**src/core/ext_mem_pkg.sv**
```systemverilog
/*
 * Shared constants and carrier types for the external memory write strobe
 * and program/data select block.
 * Assumes a single 100 MHz system clock and a synchronous active-high reset.
 */
package ext_mem_pkg;

    // ==========================================================
    // Clock and cycle timing
    // ==========================================================
    localparam int CLK_PERIOD_NS  = 10;
    localparam int SETUP_TIME_NS  = 10;
    localparam int STROBE_TIME_NS = 20;
    localparam int HOLD_TIME_NS   = 10;
    // Least times round up to whole cycles, never below one
    localparam int SETUP_CYCLES   = ((SETUP_TIME_NS + CLK_PERIOD_NS - 1) / CLK_PERIOD_NS) < 1 ?
                                    1 : ((SETUP_TIME_NS + CLK_PERIOD_NS - 1) / CLK_PERIOD_NS);
    localparam int STROBE_CYCLES  = ((STROBE_TIME_NS + CLK_PERIOD_NS - 1) / CLK_PERIOD_NS) < 1 ?
                                    1 : ((STROBE_TIME_NS + CLK_PERIOD_NS - 1) / CLK_PERIOD_NS);
    localparam int HOLD_CYCLES    = ((HOLD_TIME_NS + CLK_PERIOD_NS - 1) / CLK_PERIOD_NS) < 1 ?
                                    1 : ((HOLD_TIME_NS + CLK_PERIOD_NS - 1) / CLK_PERIOD_NS);

    // ==========================================================
    // Widths and field positions
    // ==========================================================
    localparam int ADDR_WIDTH        = 24;
    localparam int DATA_WIDTH        = 16;
    localparam int PULLUP_REG_WIDTH  = 16;
    localparam int PROG_SEL_PU_BIT   = 8;
    localparam int DATA_SEL_PU_BIT   = 9;
    localparam int PIN_COUNT         = 2;
    localparam int PROG_SEL_PIN      = 0;
    localparam int DATA_SEL_PIN      = 1;

    // ==========================================================
    // Reset values
    // ==========================================================
    localparam logic [PIN_COUNT-1:0]  RESET_GPIO_MODE = 2'h0;
    localparam logic [DATA_WIDTH-1:0] RESET_DATA      = 16'h0000;
    localparam logic [ADDR_WIDTH-1:0] RESET_ADDR      = 24'h000000;

    // ==========================================================
    // Carriers
    // ==========================================================
    typedef struct packed {
        logic                  write;
        logic                  program_space;
        logic [ADDR_WIDTH-1:0] addr;
        logic [DATA_WIDTH-1:0] wdata;
    } mem_req_type;

    typedef struct packed {
        logic [PIN_COUNT-1:0] gpio_mode;
        logic [PIN_COUNT-1:0] gpio_dir_out;
        logic [PIN_COUNT-1:0] gpio_value;
    } portd_cfg_type;

    typedef enum logic [1:0] {
        BUS_IDLE,
        BUS_SETUP,
        BUS_STROBE,
        BUS_HOLD
    } bus_state_type;

endpackage : ext_mem_pkg

```
**src/core/select_pin_mux.sv**
```systemverilog
/*
 * One shared pin: chip-select function or port D general-purpose pin,
 * with a registered output, active-low output enable and pull-up control.
 * Assumes the function level and drive request are next-cycle values.
 */
`timescale 1ns/100ps
module select_pin_mux (
    // Clock and reset
    input  wire logic clk_sys,
    input  wire logic rst,
    // Configuration
    input  wire logic gpio_mode,
    input  wire logic gpio_dir_out,
    input  wire logic gpio_value,
    input  wire logic pullup_enable,
    // Chip-select function
    input  wire logic func_level_n,
    input  wire logic func_drive,
    // Pin
    input  wire logic pin_in,
    output logic      pin_out,
    output logic      pin_oe_n,
    output logic      pin_pullup,
    output logic      gpio_in_value
);

    logic next_pin_out;
    logic next_pin_oe_n;
    logic next_pin_pullup;
    logic next_gpio_in_value;

    always_comb begin
        next_pin_pullup    = pullup_enable;
        next_gpio_in_value = pin_in;
        if (gpio_mode) begin
            next_pin_out  = gpio_value;
            next_pin_oe_n = ~gpio_dir_out;
        end else begin
            next_pin_out  = func_level_n;
            next_pin_oe_n = ~func_drive;
        end
    end

    always_ff @(posedge clk_sys) begin
        if (rst) begin
            pin_out       <= 1'b1;
            pin_oe_n      <= 1'b1;
            pin_pullup    <= 1'b1;
            gpio_in_value <= 1'b1;
        end else begin
            pin_out       <= next_pin_out;
            pin_oe_n      <= next_pin_oe_n;
            pin_pullup    <= next_pin_pullup;
            gpio_in_value <= next_gpio_in_value;
        end
    end
endmodule : select_pin_mux

```
**src/core/ext_mem_write_and_selects.sv**
```systemverilog
/*
 * External memory write strobe, read strobe and program/data memory selects,
 * with idle drive control, pull-up control and port D fallback on the selects.
 * Assumes requests and configuration come synchronous to clk_sys and that the
 * pin wires are resolved outside from the output enables.
 */
`timescale 1ns/100ps
module ext_mem_write_and_selects #(
    parameter int SETUP_COUNT  = ext_mem_pkg::SETUP_CYCLES,
    parameter int STROBE_COUNT = ext_mem_pkg::STROBE_CYCLES,
    parameter int HOLD_COUNT   = ext_mem_pkg::HOLD_CYCLES,
    parameter int COUNT_WIDTH  = 4
) (
    // Clock and reset
    input  wire logic                                   clk_sys,
    input  wire logic                                   rst,
    // Access request
    input  wire logic                                   req_valid,
    input  wire ext_mem_pkg::mem_req_type               req,
    output logic                                        req_ready,
    output logic [ext_mem_pkg::DATA_WIDTH-1:0]          rdata,
    output logic                                        rdata_valid,
    // Control bits
    input  wire logic                                   idle_drive_keep_bit,
    input  wire logic                                   pullup_disable_ctrl,
    input  wire logic [ext_mem_pkg::PULLUP_REG_WIDTH-1:0] portd_pullup_enable_reg,
    input  wire logic                                   portd_cfg_load,
    input  wire ext_mem_pkg::portd_cfg_type             portd_cfg,
    output logic [ext_mem_pkg::PIN_COUNT-1:0]           portd_in_value,
    // Strobes
    output logic                                        write_strobe_n,
    output logic                                        write_strobe_oe_n,
    output logic                                        write_strobe_pullup,
    output logic                                        read_strobe_n,
    output logic                                        read_strobe_oe_n,
    // Address and data bus
    output logic [ext_mem_pkg::ADDR_WIDTH-1:0]          addr_out,
    output logic [ext_mem_pkg::DATA_WIDTH-1:0]          data_out,
    output logic                                        data_oe_n,
    input  wire logic [ext_mem_pkg::DATA_WIDTH-1:0]     data_in,
    // Select pins
    input  wire logic                                   program_mem_select_in,
    output logic                                        program_mem_select_n,
    output logic                                        program_mem_select_oe_n,
    output logic                                        program_mem_select_pullup,
    input  wire logic                                   data_mem_select_in,
    output logic                                        data_mem_select_n,
    output logic                                        data_mem_select_oe_n,
    output logic                                        data_mem_select_pullup
);

    // ==========================================================
    // Elaboration checks
    // ==========================================================
    if (SETUP_COUNT < 1 || STROBE_COUNT < 1 || HOLD_COUNT < 1) begin : bad_count
        $error("phase counts must be at least one cycle");
    end
    if (SETUP_COUNT >= (1 << COUNT_WIDTH) || STROBE_COUNT >= (1 << COUNT_WIDTH)
        || HOLD_COUNT >= (1 << COUNT_WIDTH)) begin : wide_count
        $error("phase counts do not fit the counter width");
    end

    localparam logic [COUNT_WIDTH-1:0] SETUP_LAST  = COUNT_WIDTH'(SETUP_COUNT - 1);
    localparam logic [COUNT_WIDTH-1:0] STROBE_LAST = COUNT_WIDTH'(STROBE_COUNT - 1);
    localparam logic [COUNT_WIDTH-1:0] HOLD_LAST   = COUNT_WIDTH'(HOLD_COUNT - 1);

    // ==========================================================
    // Port D configuration
    // ==========================================================
    ext_mem_pkg::portd_cfg_type pin_cfg;
    ext_mem_pkg::portd_cfg_type next_pin_cfg;

    always_comb begin
        next_pin_cfg = pin_cfg;
        if (portd_cfg_load) begin
            next_pin_cfg = portd_cfg;
        end
    end

    always_ff @(posedge clk_sys) begin
        if (rst) begin
            pin_cfg.gpio_mode    <= ext_mem_pkg::RESET_GPIO_MODE;
            pin_cfg.gpio_dir_out <= '0;
            pin_cfg.gpio_value   <= '1;
        end else begin
            pin_cfg <= next_pin_cfg;
        end
    end

    // ==========================================================
    // Bus cycle sequencer
    // ==========================================================
    ext_mem_pkg::bus_state_type            state;
    ext_mem_pkg::bus_state_type            next_state;
    logic [COUNT_WIDTH-1:0]                count;
    logic [COUNT_WIDTH-1:0]                next_count;
    ext_mem_pkg::mem_req_type              cur;
    ext_mem_pkg::mem_req_type              next_cur;
    logic                                  next_req_ready;
    logic [ext_mem_pkg::DATA_WIDTH-1:0]    next_rdata;
    logic                                  next_rdata_valid;
    logic                                  next_write_strobe_n;
    logic                                  next_write_strobe_oe_n;
    logic                                  next_write_strobe_pullup;
    logic                                  next_read_strobe_n;
    logic                                  next_read_strobe_oe_n;
    logic [ext_mem_pkg::ADDR_WIDTH-1:0]    next_addr_out;
    logic [ext_mem_pkg::DATA_WIDTH-1:0]    next_data_out;
    logic                                  next_data_oe_n;
    logic                                  next_active;
    logic                                  next_drive;
    logic                                  next_prog_sel_n;
    logic                                  next_data_sel_n;

    always_comb begin
        next_state       = state;
        next_count       = count;
        next_cur         = cur;
        next_rdata       = rdata;
        next_rdata_valid = 1'b0;
        case (state)
            ext_mem_pkg::BUS_IDLE: begin
                if (req_valid) begin
                    next_cur   = req;
                    next_count = '0;
                    next_state = ext_mem_pkg::BUS_SETUP;
                end
            end
            ext_mem_pkg::BUS_SETUP: begin
                next_count = count + 1'b1;
                if (count == SETUP_LAST) begin
                    next_count = '0;
                    next_state = ext_mem_pkg::BUS_STROBE;
                end
            end
            ext_mem_pkg::BUS_STROBE: begin
                next_count = count + 1'b1;
                if (count == STROBE_LAST) begin
                    next_count = '0;
                    next_state = ext_mem_pkg::BUS_HOLD;
                    if (!cur.write) begin
                        next_rdata       = data_in;
                        next_rdata_valid = 1'b1;
                    end
                end
            end
            ext_mem_pkg::BUS_HOLD: begin
                next_count = count + 1'b1;
                if (count == HOLD_LAST) begin
                    next_count = '0;
                    next_state = ext_mem_pkg::BUS_IDLE;
                end
            end
            default: begin
                next_state = ext_mem_pkg::BUS_IDLE;
            end
        endcase

        next_req_ready = (next_state == ext_mem_pkg::BUS_IDLE);
        next_active    = (next_state != ext_mem_pkg::BUS_IDLE);
        next_drive     = next_active | idle_drive_keep_bit;

        // Strobe low only in the strobe phase; rise ends it for the memory
        next_write_strobe_n    = ~(next_state == ext_mem_pkg::BUS_STROBE && next_cur.write);
        next_read_strobe_n     = ~(next_state == ext_mem_pkg::BUS_STROBE && !next_cur.write);
        next_write_strobe_oe_n = ~next_drive;
        next_read_strobe_oe_n  = ~next_drive;
        next_write_strobe_pullup = ~pullup_disable_ctrl;

        // Address and data span setup, strobe and hold
        next_addr_out  = next_active ? next_cur.addr : addr_out;
        next_data_out  = next_active ? next_cur.wdata : data_out;
        next_data_oe_n = ~(next_active && next_cur.write);

        next_prog_sel_n = ~(next_active && next_cur.program_space);
        next_data_sel_n = ~(next_active && !next_cur.program_space);
    end

    always_ff @(posedge clk_sys) begin
        if (rst) begin
            state               <= ext_mem_pkg::BUS_IDLE;
            count               <= '0;
            cur                 <= '0;
            req_ready           <= 1'b0;
            rdata               <= ext_mem_pkg::RESET_DATA;
            rdata_valid         <= 1'b0;
            write_strobe_n      <= 1'b1;
            write_strobe_oe_n   <= 1'b1;
            write_strobe_pullup <= 1'b1;
            read_strobe_n       <= 1'b1;
            read_strobe_oe_n    <= 1'b1;
            addr_out            <= ext_mem_pkg::RESET_ADDR;
            data_out            <= ext_mem_pkg::RESET_DATA;
            data_oe_n           <= 1'b1;
        end else begin
            state               <= next_state;
            count               <= next_count;
            cur                 <= next_cur;
            req_ready           <= next_req_ready;
            rdata               <= next_rdata;
            rdata_valid         <= next_rdata_valid;
            write_strobe_n      <= next_write_strobe_n;
            write_strobe_oe_n   <= next_write_strobe_oe_n;
            write_strobe_pullup <= next_write_strobe_pullup;
            read_strobe_n       <= next_read_strobe_n;
            read_strobe_oe_n    <= next_read_strobe_oe_n;
            addr_out            <= next_addr_out;
            data_out            <= next_data_out;
            data_oe_n           <= next_data_oe_n;
        end
    end

    // ==========================================================
    // Select pins
    // ==========================================================
    select_pin_mux u_prog_sel (
        .clk_sys       (clk_sys),
        .rst           (rst),
        .gpio_mode     (pin_cfg.gpio_mode[ext_mem_pkg::PROG_SEL_PIN]),
        .gpio_dir_out  (pin_cfg.gpio_dir_out[ext_mem_pkg::PROG_SEL_PIN]),
        .gpio_value    (pin_cfg.gpio_value[ext_mem_pkg::PROG_SEL_PIN]),
        .pullup_enable (portd_pullup_enable_reg[ext_mem_pkg::PROG_SEL_PU_BIT]),
        .func_level_n  (next_prog_sel_n),
        .func_drive    (next_drive),
        .pin_in        (program_mem_select_in),
        .pin_out       (program_mem_select_n),
        .pin_oe_n      (program_mem_select_oe_n),
        .pin_pullup    (program_mem_select_pullup),
        .gpio_in_value (portd_in_value[ext_mem_pkg::PROG_SEL_PIN])
    );

    select_pin_mux u_data_sel (
        .clk_sys       (clk_sys),
        .rst           (rst),
        .gpio_mode     (pin_cfg.gpio_mode[ext_mem_pkg::DATA_SEL_PIN]),
        .gpio_dir_out  (pin_cfg.gpio_dir_out[ext_mem_pkg::DATA_SEL_PIN]),
        .gpio_value    (pin_cfg.gpio_value[ext_mem_pkg::DATA_SEL_PIN]),
        .pullup_enable (portd_pullup_enable_reg[ext_mem_pkg::DATA_SEL_PU_BIT]),
        .func_level_n  (next_data_sel_n),
        .func_drive    (next_drive),
        .pin_in        (data_mem_select_in),
        .pin_out       (data_mem_select_n),
        .pin_oe_n      (data_mem_select_oe_n),
        .pin_pullup    (data_mem_select_pullup),
        .gpio_in_value (portd_in_value[ext_mem_pkg::DATA_SEL_PIN])
    );
endmodule : ext_mem_write_and_selects

```
**config.mk**
```make
export PLATFORM = sky130hd
export DESIGN_NAME = ext_mem_write_and_selects
export DESIGN_NICKNAME = d
export VERILOG_FILES = /design/src/core/ext_mem_pkg.sv /design/src/core/select_pin_mux.sv /design/src/core/ext_mem_write_and_selects.sv
export SDC_FILE = /design/constraint.sdc
export NUM_CORES = 1
export LEC_CHECK = 0
export ABC_AREA = 0
export BUFFER_PORTS_ARGS = -buffer_cell sky130_fd_sc_hd__buf_4
export CORE_AREA = 5 5 130 95
export DETAILED_ROUTE_END_ITERATION = 10
export DIE_AREA = 0 0 135 100
export PLACE_DENSITY = 0.86
export REMOVE_ABC_BUFFERS = 1
export SLEW_MARGIN = 20
export SYNTH_ARGS = -nofsm -noshare
export SYNTH_HDL_FRONTEND = slang
export SYNTH_HIERARCHICAL = 1
export SYNTH_SLANG_ARGS = --single-unit
```
**constraint.sdc**
```tcl
create_clock -name clk_sys -period 2.25 [get_ports clk_sys]
set_clock_uncertainty 0.05 [all_clocks]
set_input_delay 0.45 -clock clk_sys [delete_from_list [all_inputs] [get_ports clk_sys]]
set_output_delay 0.45 -clock clk_sys [all_outputs]
set_load 0.02 [all_outputs]
```
==> flow_summary.json, run 1 <==
{
  "pre_cts_ws_ns": 0.258,
  "worstPathArrival_ns": 2.22,
  "synth_top_family_by_area": "simple AND/OR/NAND/NOR gates",
  "finalSetupViolCount": 0,
  "layout_setup_ws_ns": 0.279,
  "gp_congestion": 0.781,
  "final_hold_viol_count": 0,
  "h-tree-depth": 4,
  "layout.cells.most_common_list": "155 x buf_4, 123 x dfxtp_1, 86 x nand2_1",
  "die-area_um2": 13500,
  "synth_flop_cell": "dfxtp_1",
  "status": "completed",
  "numCtsBuffers": 17,
  "synth_xor_area_share_pct": 0,
  "clock_sink_count": 125,
  "cts_resized": 0,
  "final_util_pct": 67.4,
  "vias": 4753,
  "synth_warnings": 6,
  "synth_edf_count": 0,
  "synth_compound_area_share_pct": 20.7,
  "p_total_mw": 7.03,
  "tns_ns": 0,
  "post_cts_buffers": 0,
  "worstHoldPathType": "in -> reg",
  "synth_simple_gate_area_share_pct": 21.2,
  "synth_seq_area_share_pct": 44.8,
  "cts.reportedPaths.clkPinSlew_ns": 0.06,
  "ys_ff_latch": 125,
  "synthArstFlopShare_pct": 0,
  "die_h_um": 100,
  "cts_buffer_depth": 2,
  "grt_setup_unrepaired": "false",
  "post-route-period-util_pct": 87.6,
  "synthCells": 593,
  "drt-total-wl_um": 14300,
  "track_usage_pct": 21.2,
  "synth.area.mux_share_pct": 4.50,
  "fillers": 836,
  "ant_nets": 0,
  "synth_area_per_cell_um2": 9.43,
  "syn_to_final_growth_pct": 30.9,
  "synth_adder_area_share_pct": 0.672,
  "drv_cap": 0,
  "core_region_area_um2": 10900,
  "fmax_ghz": 0.507,
  "grt_overflow": 0,
  "cp-start-kind": "register",
  "maxSlewHeadroom_pct": 50.1,
  "grt_pass1_wl_um": 23000,
  "p_leak_nw": 2.96,
  "routed_via_density": 5.40,
  "synth_area_leaders": "dfxtp_1 45%, a221oi_2 11%, or4b_1 7.2%",
  "start_util_pct": 51.5,
  "hold_buffers": 0,
  "wl_per_cell_um": 16.2,
  "powerDensity_nw_per_um2": 960,
  "ir_drop_mv": 0.710,
  "final_layout_size_suffix_gt1_share_pct": 33.7,
  "io_buffer_count": 145,
  "hold_slack_ns": 0.161,
  "path_class": "reg -> reg",
  "dr.pass1.iters": 5,
  "antenna_found_initial": 0,
  "rows": 32,
  "root_buffer": "clkbuf_16",
  "fin_crit_ns": 1.97,
  "synthesis.area_um2": 5590,
  "drc": 0,
  "grt_max_degree": 71,
  "r2r_slack_ns": 0.28,
  "yosys.area.top_type_share_pct": 44.8,
  "tightest_slew_ns": 0.747,
  "cp_data_required_time_ns": 2.49,
  "crit_fanout": 5,
  "yosysUniqueCellTypes": 43,
  "final_common_cell": "buf_4",
  "cts_tree": "yes",
  "drt-initial-drc-count": 330,
  "post-dp-hpwl_um": 9490,
  "first_global_vias": 4695,
  "worstSkewPairLatency_ns": 0.40,
  "die_w_um": 135,
  "synth_area_leader_cell": "dfxtp_1",
  "design.portCount": 160,
  "antenna_cells": 0,
  "crit_path_end_kind": "register",
  "layout.nets": 806,
  "slew_violations": 0
}
[critical path, cell delays in order, from the launching register on]
cell and delay [ns]:
dfxtp_1 0.40, inv_1 0.10, ha_1 0.23, and4bb_4 0.23, a21oi_1 0.34, nand2b_1 0.10
nor2b_1 0.15, a211o_2 0.26
[where the power goes]
| group | total (mW) | internal [mW] | switching [mW] |
|---|---|---|---|
| logic | 1.81 | 0.758 | 1.05 |
| clock network | 2.55 | 1.57 | 0.987 |
| registers | 2.66 | 2.49 | 0.174 |
| total | 7.03 | 4.82 | 2.21 |
[metal layers]
layer	track usage [%]	routed length [um]	up-vias
li1	-	-	2337
met1	26.2	6030	2244
met2	36.4	7150	152
met3	4.96	870	20
met4	7.51	205	0
met5	0	0	-
[flip-flops by register name, summed over array words and instances (netlist names), 2 cells and up]
name and flops:
rdata 16, count 4, data_out 16, addr_out 24, state 2, cur 42
pin_cfg 6
[stage by stage]
step                std cells  area, um^2
global route              881        7320
global placement          849        6760
floorplan                 536        5300
finish                    881        7320
CTS                       881        7310
detailed placement        849        6760
[final cells by class]
type	count	area, um^2	share of cell area, %
timing repair buffer	160	1250	17.1
clock inverter	11	93.8	1.28
multi-input combinational	367	2650	36.2
tap	153	191	2.62
sequential	125	2500	34.2
clock buffer	21	460	6.29
inverter	44	165	2.26
[logic make-up (layout without fill, tap and decap cells)]
family | after synthesis | in the layout
DFF | 125 | 125
adders and majority gates | 3 | 3
buffers and inverters | 101 | 236
muxes | 25 | 25
and+or+nand+nor | 198 | 198
AOI/OAI and AO/OA | 141 | 141
[cells in the mapped netlist (2+ instances only)]
library cell / count
a211o_1: 2
nor3_1: 2
buf_2: 11
o21ai_1: 2
a311oi_1: 2
nand2b_1: 36
or2_2: 4
nor2_1: 9
o311ai_1: 2
a21oi_1: 45
mux2i_1: 24
or4b_1: 40
or2_1: 3
a211o_2: 2
nand3b_1: 2
o21ai_0: 40
dfxtp_1: 125
buf_4: 6
nor2b_1: 7
nand2_1: 86
buf_6: 5
inv_1: 44
clkbuf_1: 33
a221oi_2: 40
ha_1: 3
[final timing paths]
kind | depth (start not counted) | startpoint | endpoint
min | 2 | pullup_disable_ctrl | write_strobe_pullup
max reg2reg | 7 | count[0] | u_prog_sel/pin_out
min reg2reg | 2 | cur[3] | cur[3]
max | 7 | count[0] | u_prog_sel/pin_out
(Power assumes the default switching activity.)
==> run 2: changes to the inputs <==
==> constraint.sdc (replaced) <==
create_clock -name clk_sys -period 1.9 [get_ports clk_sys]
set_clock_uncertainty 0.05 [all_clocks]
set_input_delay 0.38 -clock clk_sys [delete_from_list [all_inputs] [get_ports clk_sys]]
set_output_delay 0.38 -clock clk_sys [all_outputs]
set_load 0.02 [all_outputs]
==> run 2 against run 1 <==
Effect of this change: sequential share of layout area fell by 0.92 points; worst setup slack got worse by 0.17 ns; cell count rose by 1.2%; maximum frequency rose by 10%; first-iteration DRC count rose by 21%; via count rose by 2.7%; critical path type unchanged; largest cell class unchanged; largest power group is now clock.
==> flow_summary.json, run 2 (same netlist as run 1, synthesis figures left out) <==
{
  "powerDensity_nw_per_um2": 1190,
  "cp_data_required_time_ns": 2.16,
  "holdPathEnd": "write_strobe_pullup",
  "ff2ff_path_depth": 4,
  "io_buffer_count": 145,
  "tns_ns": 0,
  "design_area_um2": 7520,
  "cts.reportedPaths.clkPinSlew_ns": 0.06,
  "cp-start-kind": "register",
  "hold_path.startpoint": "pullup_disable_ctrl",
  "worstSkewPairLatency_ns": 0.41,
  "numCtsBuffers": 17,
  "start_util_pct": 51.5,
  "path_class": "reg -> reg",
  "ir_drop_mv": 0.774,
  "grt_max_degree": 55,
  "grt_setup_unrepaired": "false",
  "slew_violations": 0,
  "track_usage_pct": 22.7,
  "h-tree-depth": 4,
  "vias": 4880,
  "drt-total-wl_um": 15300,
  "hold_path_depth": 2,
  "post-route-period-util_pct": 94.3,
  "crit_fanout": 17,
  "worstPathArrival_ns": 2.06,
  "r2r_slack_ns": 0.11,
  "final_hold_viol_count": 0,
  "post_cts_buffers": 0,
  "fin_crit_ns": 1.79,
  "cts_tree": "yes",
  "first_global_vias": 4986,
  "root_buffer": "clkbuf_16",
  "ant_nets": 0,
  "status": "completed",
  "layout.cells.most_common_list": "165 x buf_4, 123 x dfxtp_1, 86 x nand2_1",
  "routed_via_density": 5.47,
  "die_w_um": 135,
  "cts_buffer_depth": 2,
  "die_h_um": 100,
  "largest_register_ffs": 42,
  "drt-initial-drc-count": 400,
  "antenna_cells": 0,
  "r2r_end": "rdata[3]",
  "final_common_cell": "buf_4",
  "design.portCount": 160,
  "top_regs": "cur (42), addr_out (24)",
  "worstHoldPathType": "in -> reg",
  "layout.nets": 817,
  "tightest_slew_ns": 0.536,
  "dr.pass1.iters": 5,
  "gp_congestion": 0.820,
  "grt_pass1_wl_um": 24700,
  "maxSlewHeadroom_pct": 64.2,
  "drc": 0,
  "drv_cap": 0,
  "antenna_found_initial": 0,
  "finalSetupViolCount": 0,
  "rr_startpoint": "state[1]",
  "crit_path_end_kind": "register",
  "post-dp-hpwl_um": 9910,
  "rows": 32,
  "wl_per_cell_um": 17.1,
  "startpoint": "state[1]",
  "die-area_um2": 13500,
  "core_region_area_um2": 10900,
  "grt_overflow": 0,
  "fmax_ghz": 0.558,
  "syn_to_final_growth_pct": 34.6,
  "clock_sink_count": 125,
  "p_leak_nw": 3.06,
  "placed_area_um2": 6860,
  "final_layout_size_suffix_gt1_share_pct": 34.9,
  "regMostFlops": "cur"
}
-- run 2: cell count changes in the layout (fill, tap and decap cells not counted) --
cell / change
bufinv_16: +4
clkbuf_1: -1
clkbuf_8: -1
buf_4: +10
buf_12: +1
clkinv_4: +3
clkinv_2: -5
a21oi_2: +1
a21oi_1: -1
-- run 2: timing repair --
| item | CTS | global route |
|---|---|---|
| resized for setup | 0 | 2 |
| setup endpoints to repair | 0 | 2 |
| hold buffers | 0 | 0 |
-- run 2: power breakdown --
part           total, mW  leakage [nW]  internal, mW  switching [mW]
logic               2.23          1.73         0.945            1.29
clock network       3.58         0.306          2.37            1.21
registers           3.15          1.03          2.95           0.207
total               8.97          3.06          6.26            2.71
-- run 2: how the worst max path moves through the flow --
stage	end	cells past startpoint	slack [ns]
2_1_floorplan	u_data_sel/pin_oe_n	5	-2.62
3_3_place_gp	u_data_sel/pin_out	7	0.09
3_5_place_dp	u_prog_sel/pin_out	7	0.01
4_1_cts	u_prog_sel/pin_out	7	0.01
5_1_grt	addr_out[13]	5	0.01
6_report	rdata[3]	4	0.11
-- run 2: per-stage QoR --
step	utilization, %	worst slack [ns]	hold WS [ns]	power, mW	cells
4_1_cts	69.2	0.0102	0.0814	9.01	892
5_1_grt	69.3	0.0122	0.0741	9.36	892
6_report	69.3	0.108	0.0888	8.97	892
2_1_floorplan	-	-2.62	0.377	4.42	536
3_3_place_gp	63.2	0.0918	0.388	5.31	860
3_5_place_dp	63.2	0.0107	0.393	5.40	860
-- run 2: layout make-up --
type	count	area, um^2
timing repair buffer	171	1350
sequential	125	2500
inverter	44	165
clock inverter	13	215
tap	153	191
fill	814	3330
multi-input combinational	367	2650
clock buffer	19	443
-- run 2: critical path, stage by stage (launching register included) --
cell and delay (ns):
dfxtp_2 0.59, buf_4 0.29, and4_1 0.20, buf_4 0.28
mux2i_1 0.28
-- run 2: routing by layer --
metal	up-vias	global-route usage [%]	wire (um)
li1	2361	-	-
met1	2279	27.2	6290
met2	205	38.5	7550
met3	35	6.46	1080
met4	0	9.45	348
met5	-	0	0
==> run 3: changes to the inputs <==
--- a/config.mk
+++ b/config.mk
@@ -7,9 +7,9 @@
 export LEC_CHECK = 0
 export ABC_AREA = 0
 export BUFFER_PORTS_ARGS = -buffer_cell sky130_fd_sc_hd__buf_4
-export CORE_AREA = 5 5 130 95
+export CORE_AREA = 5 5 94 131
 export DETAILED_ROUTE_END_ITERATION = 10
-export DIE_AREA = 0 0 135 100
+export DIE_AREA = 0 0 99 136
 export PLACE_DENSITY = 0.86
 export REMOVE_ABC_BUFFERS = 1
 export SLEW_MARGIN = 20
==> constraint.sdc (replaced) <==
create_clock -name clk_sys -period 1.7 [get_ports clk_sys]
set_clock_uncertainty 0.05 [all_clocks]
set_input_delay 0.34 -clock clk_sys [delete_from_list [all_inputs] [get_ports clk_sys]]
set_output_delay 0.34 -clock clk_sys [all_outputs]
set_load 0.02 [all_outputs]
==> run 3 against run 2 <==
Effect of this change: flip-flop and latch count did not move; register-to-register slack got worse by 0.06 ns; combinational power rose by 21%; maximum frequency rose by 8.5%; clock power fell by 4%; die area fell by 0.27%; clock-buffer cell count rose by 3; critical path type unchanged; critical endpoint is now addr_out[19]; largest power group is now sequential cells; highest routed layer unchanged.
==> flow_summary.json, run 3 (same netlist as run 1, synthesis figures left out) <==
{
  "drc": 0,
  "tightest_slew_ns": 0.463,
  "antenna_cells": 0,
  "slew_violations": 0,
  "worstHoldPathType": "in -> reg",
  "fmax_ghz": 0.605,
  "numCtsBuffers": 17,
  "busiest_layer": "met2",
  "final_cells": 896,
  "grt_pass1_wl_um": 23300,
  "cts_buffer_depth": 2,
  "drt-initial-drc-count": 206,
  "drv_cap": 0,
  "final_layout_size_suffix_gt1_share_pct": 36.4,
  "drt-total-wl_um": 14800,
  "cts_tree": "yes",
  "layout.nets": 830,
  "p_leak_nw": 3.14,
  "final_common_cell": "buf_4",
  "hold_slack_ns": 0.0603,
  "vias": 4902,
  "crit_fanout": 20,
  "maxSlewHeadroom_pct": 69.1,
  "layout.cells.most_common_list": "173 x buf_4, 122 x dfxtp_1, 86 x nand2_1",
  "grt.met1_usage_pct": 23.4,
  "hold_path.startpoint": "pullup_disable_ctrl",
  "io_buffer_count": 145,
  "largest_register_ffs": 42,
  "rows": 46,
  "finalSetupViolCount": 0,
  "design.portCount": 160,
  "status": "completed",
  "grt_overflow": 0,
  "crit_path_end_kind": "register",
  "wl_per_cell_um": 16.6,
  "grt_max_degree": 58,
  "gp_congestion": 0.815,
  "fin_crit_ns": 1.65,
  "antenna_found_initial": 0,
  "post-route-period-util_pct": 97.2,
  "rr_startpoint": "count[1]",
  "regMostFlops": "cur",
  "use_met3_pct": 4.47,
  "cp-start-kind": "register",
  "worstPathArrival_ns": 1.91,
  "routed_via_density": 5.47,
  "worstSkewPairLatency_ns": 0.40,
  "die_h_um": 136,
  "root_buffer": "clkbuf_16",
  "p_total_mw": 9.64,
  "crit_chain": "inv_1 > ha_2 > and4bb_4 > buf_4 > nand2_4 > clkbuf_16 > a221oi_2",
  "start_util_pct": 50.3,
  "grt_setup_unrepaired": "true",
  "top_regs": "cur (42), addr_out (24)",
  "ant_nets": 0,
  "cpMaxStageDelayCell": "dfxtp_1",
  "h-tree-depth": 4,
  "core_region_area_um2": 11100,
  "use_met2_pct": 39.4,
  "clock_sink_count": 125,
  "place_inst": 858,
  "syn_to_final_growth_pct": 37.1,
  "final_hold_viol_count": 0,
  "die-area_um2": 13500,
  "powerDensity_nw_per_um2": 1260,
  "cts.reportedPaths.clkPinSlew_ns": 0.06,
  "post-dp-hpwl_um": 9890,
  "slowest_delay_ns": 0.31,
  "track_usage_pct": 21.2,
  "startpoint": "count[1]",
  "path_class": "reg -> reg",
  "tns_ns": 0,
  "die_w_um": 99,
  "ir_drop_mv": 0.808,
  "first_global_vias": 4959,
  "cp_data_required_time_ns": 1.96,
  "dr.pass1.iters": 7
}
==> run 3: worst paths after layout <==
kind	cells after the start	endpoint	slack, ns
worst min-delay path	2	write_strobe_pullup	0.06
worst max register to register	7	addr_out[19]	0.05
worst min register to register	2	cur[20]	0.40
worst max-delay path	7	addr_out[19]	0.05
==> run 3: layer usage <==
layer	part of all wire, %	up-vias	wire (um)
li1	-	2373	-
met1	38	2308	5590
met2	54	196	8050
met5	0	-	0
met3	6.3	25	937
met4	1.8	0	262
==> run 3: repair_timing <==
item	4_1_cts	5_1_grt
gates cloned	0	2
hold buffers	0	0
gates resized for setup	2	13
buffers inserted	4	0
pin swaps	1	8
setup endpoints to repair	36	74
==> run 3: area by class of cell <==
class                      count  area, um^2
sequential                   125        2510
multi-input combinational    367        2720
clock inverter                10        88.8
inverter                      44         165
clock buffer                  22         484
timing repair buffer         184        1520
tap                          144         180
fill                         828        3450
==> run 3: power by group <==
part	internal (mW)	switching [mW]
clock	2.16	1.27
combinational	1.20	1.49
sequential	3.30	0.211
==> run 3: per-stage QoR <==
step / utilization, % / setup WS, ns / cell area [um^2]
floorplan: - / -2.82 / 5300
global placement: 62.3 / -0.0355 / 6920
detailed placement: 62.3 / -0.106 / 6920
CTS: 67.9 / 0.00251 / 7540
global route: 69.0 / -0.00992 / 7660
finish: 69.0 / 0.0477 / 7660
==> run 3: worst max-delay path: cells and delay by family, from the launching register on <==
| kind | cells | cell delay, ns |
|---|---|---|
| DFF | 1 | 0.31 |
| buffers and inverters | 3 | 0.44 |
| adders and majority gates | 1 | 0.19 |
| AOI/OAI and AO/OA | 1 | 0.25 |
| and+or+nand+nor | 2 | 0.33 |
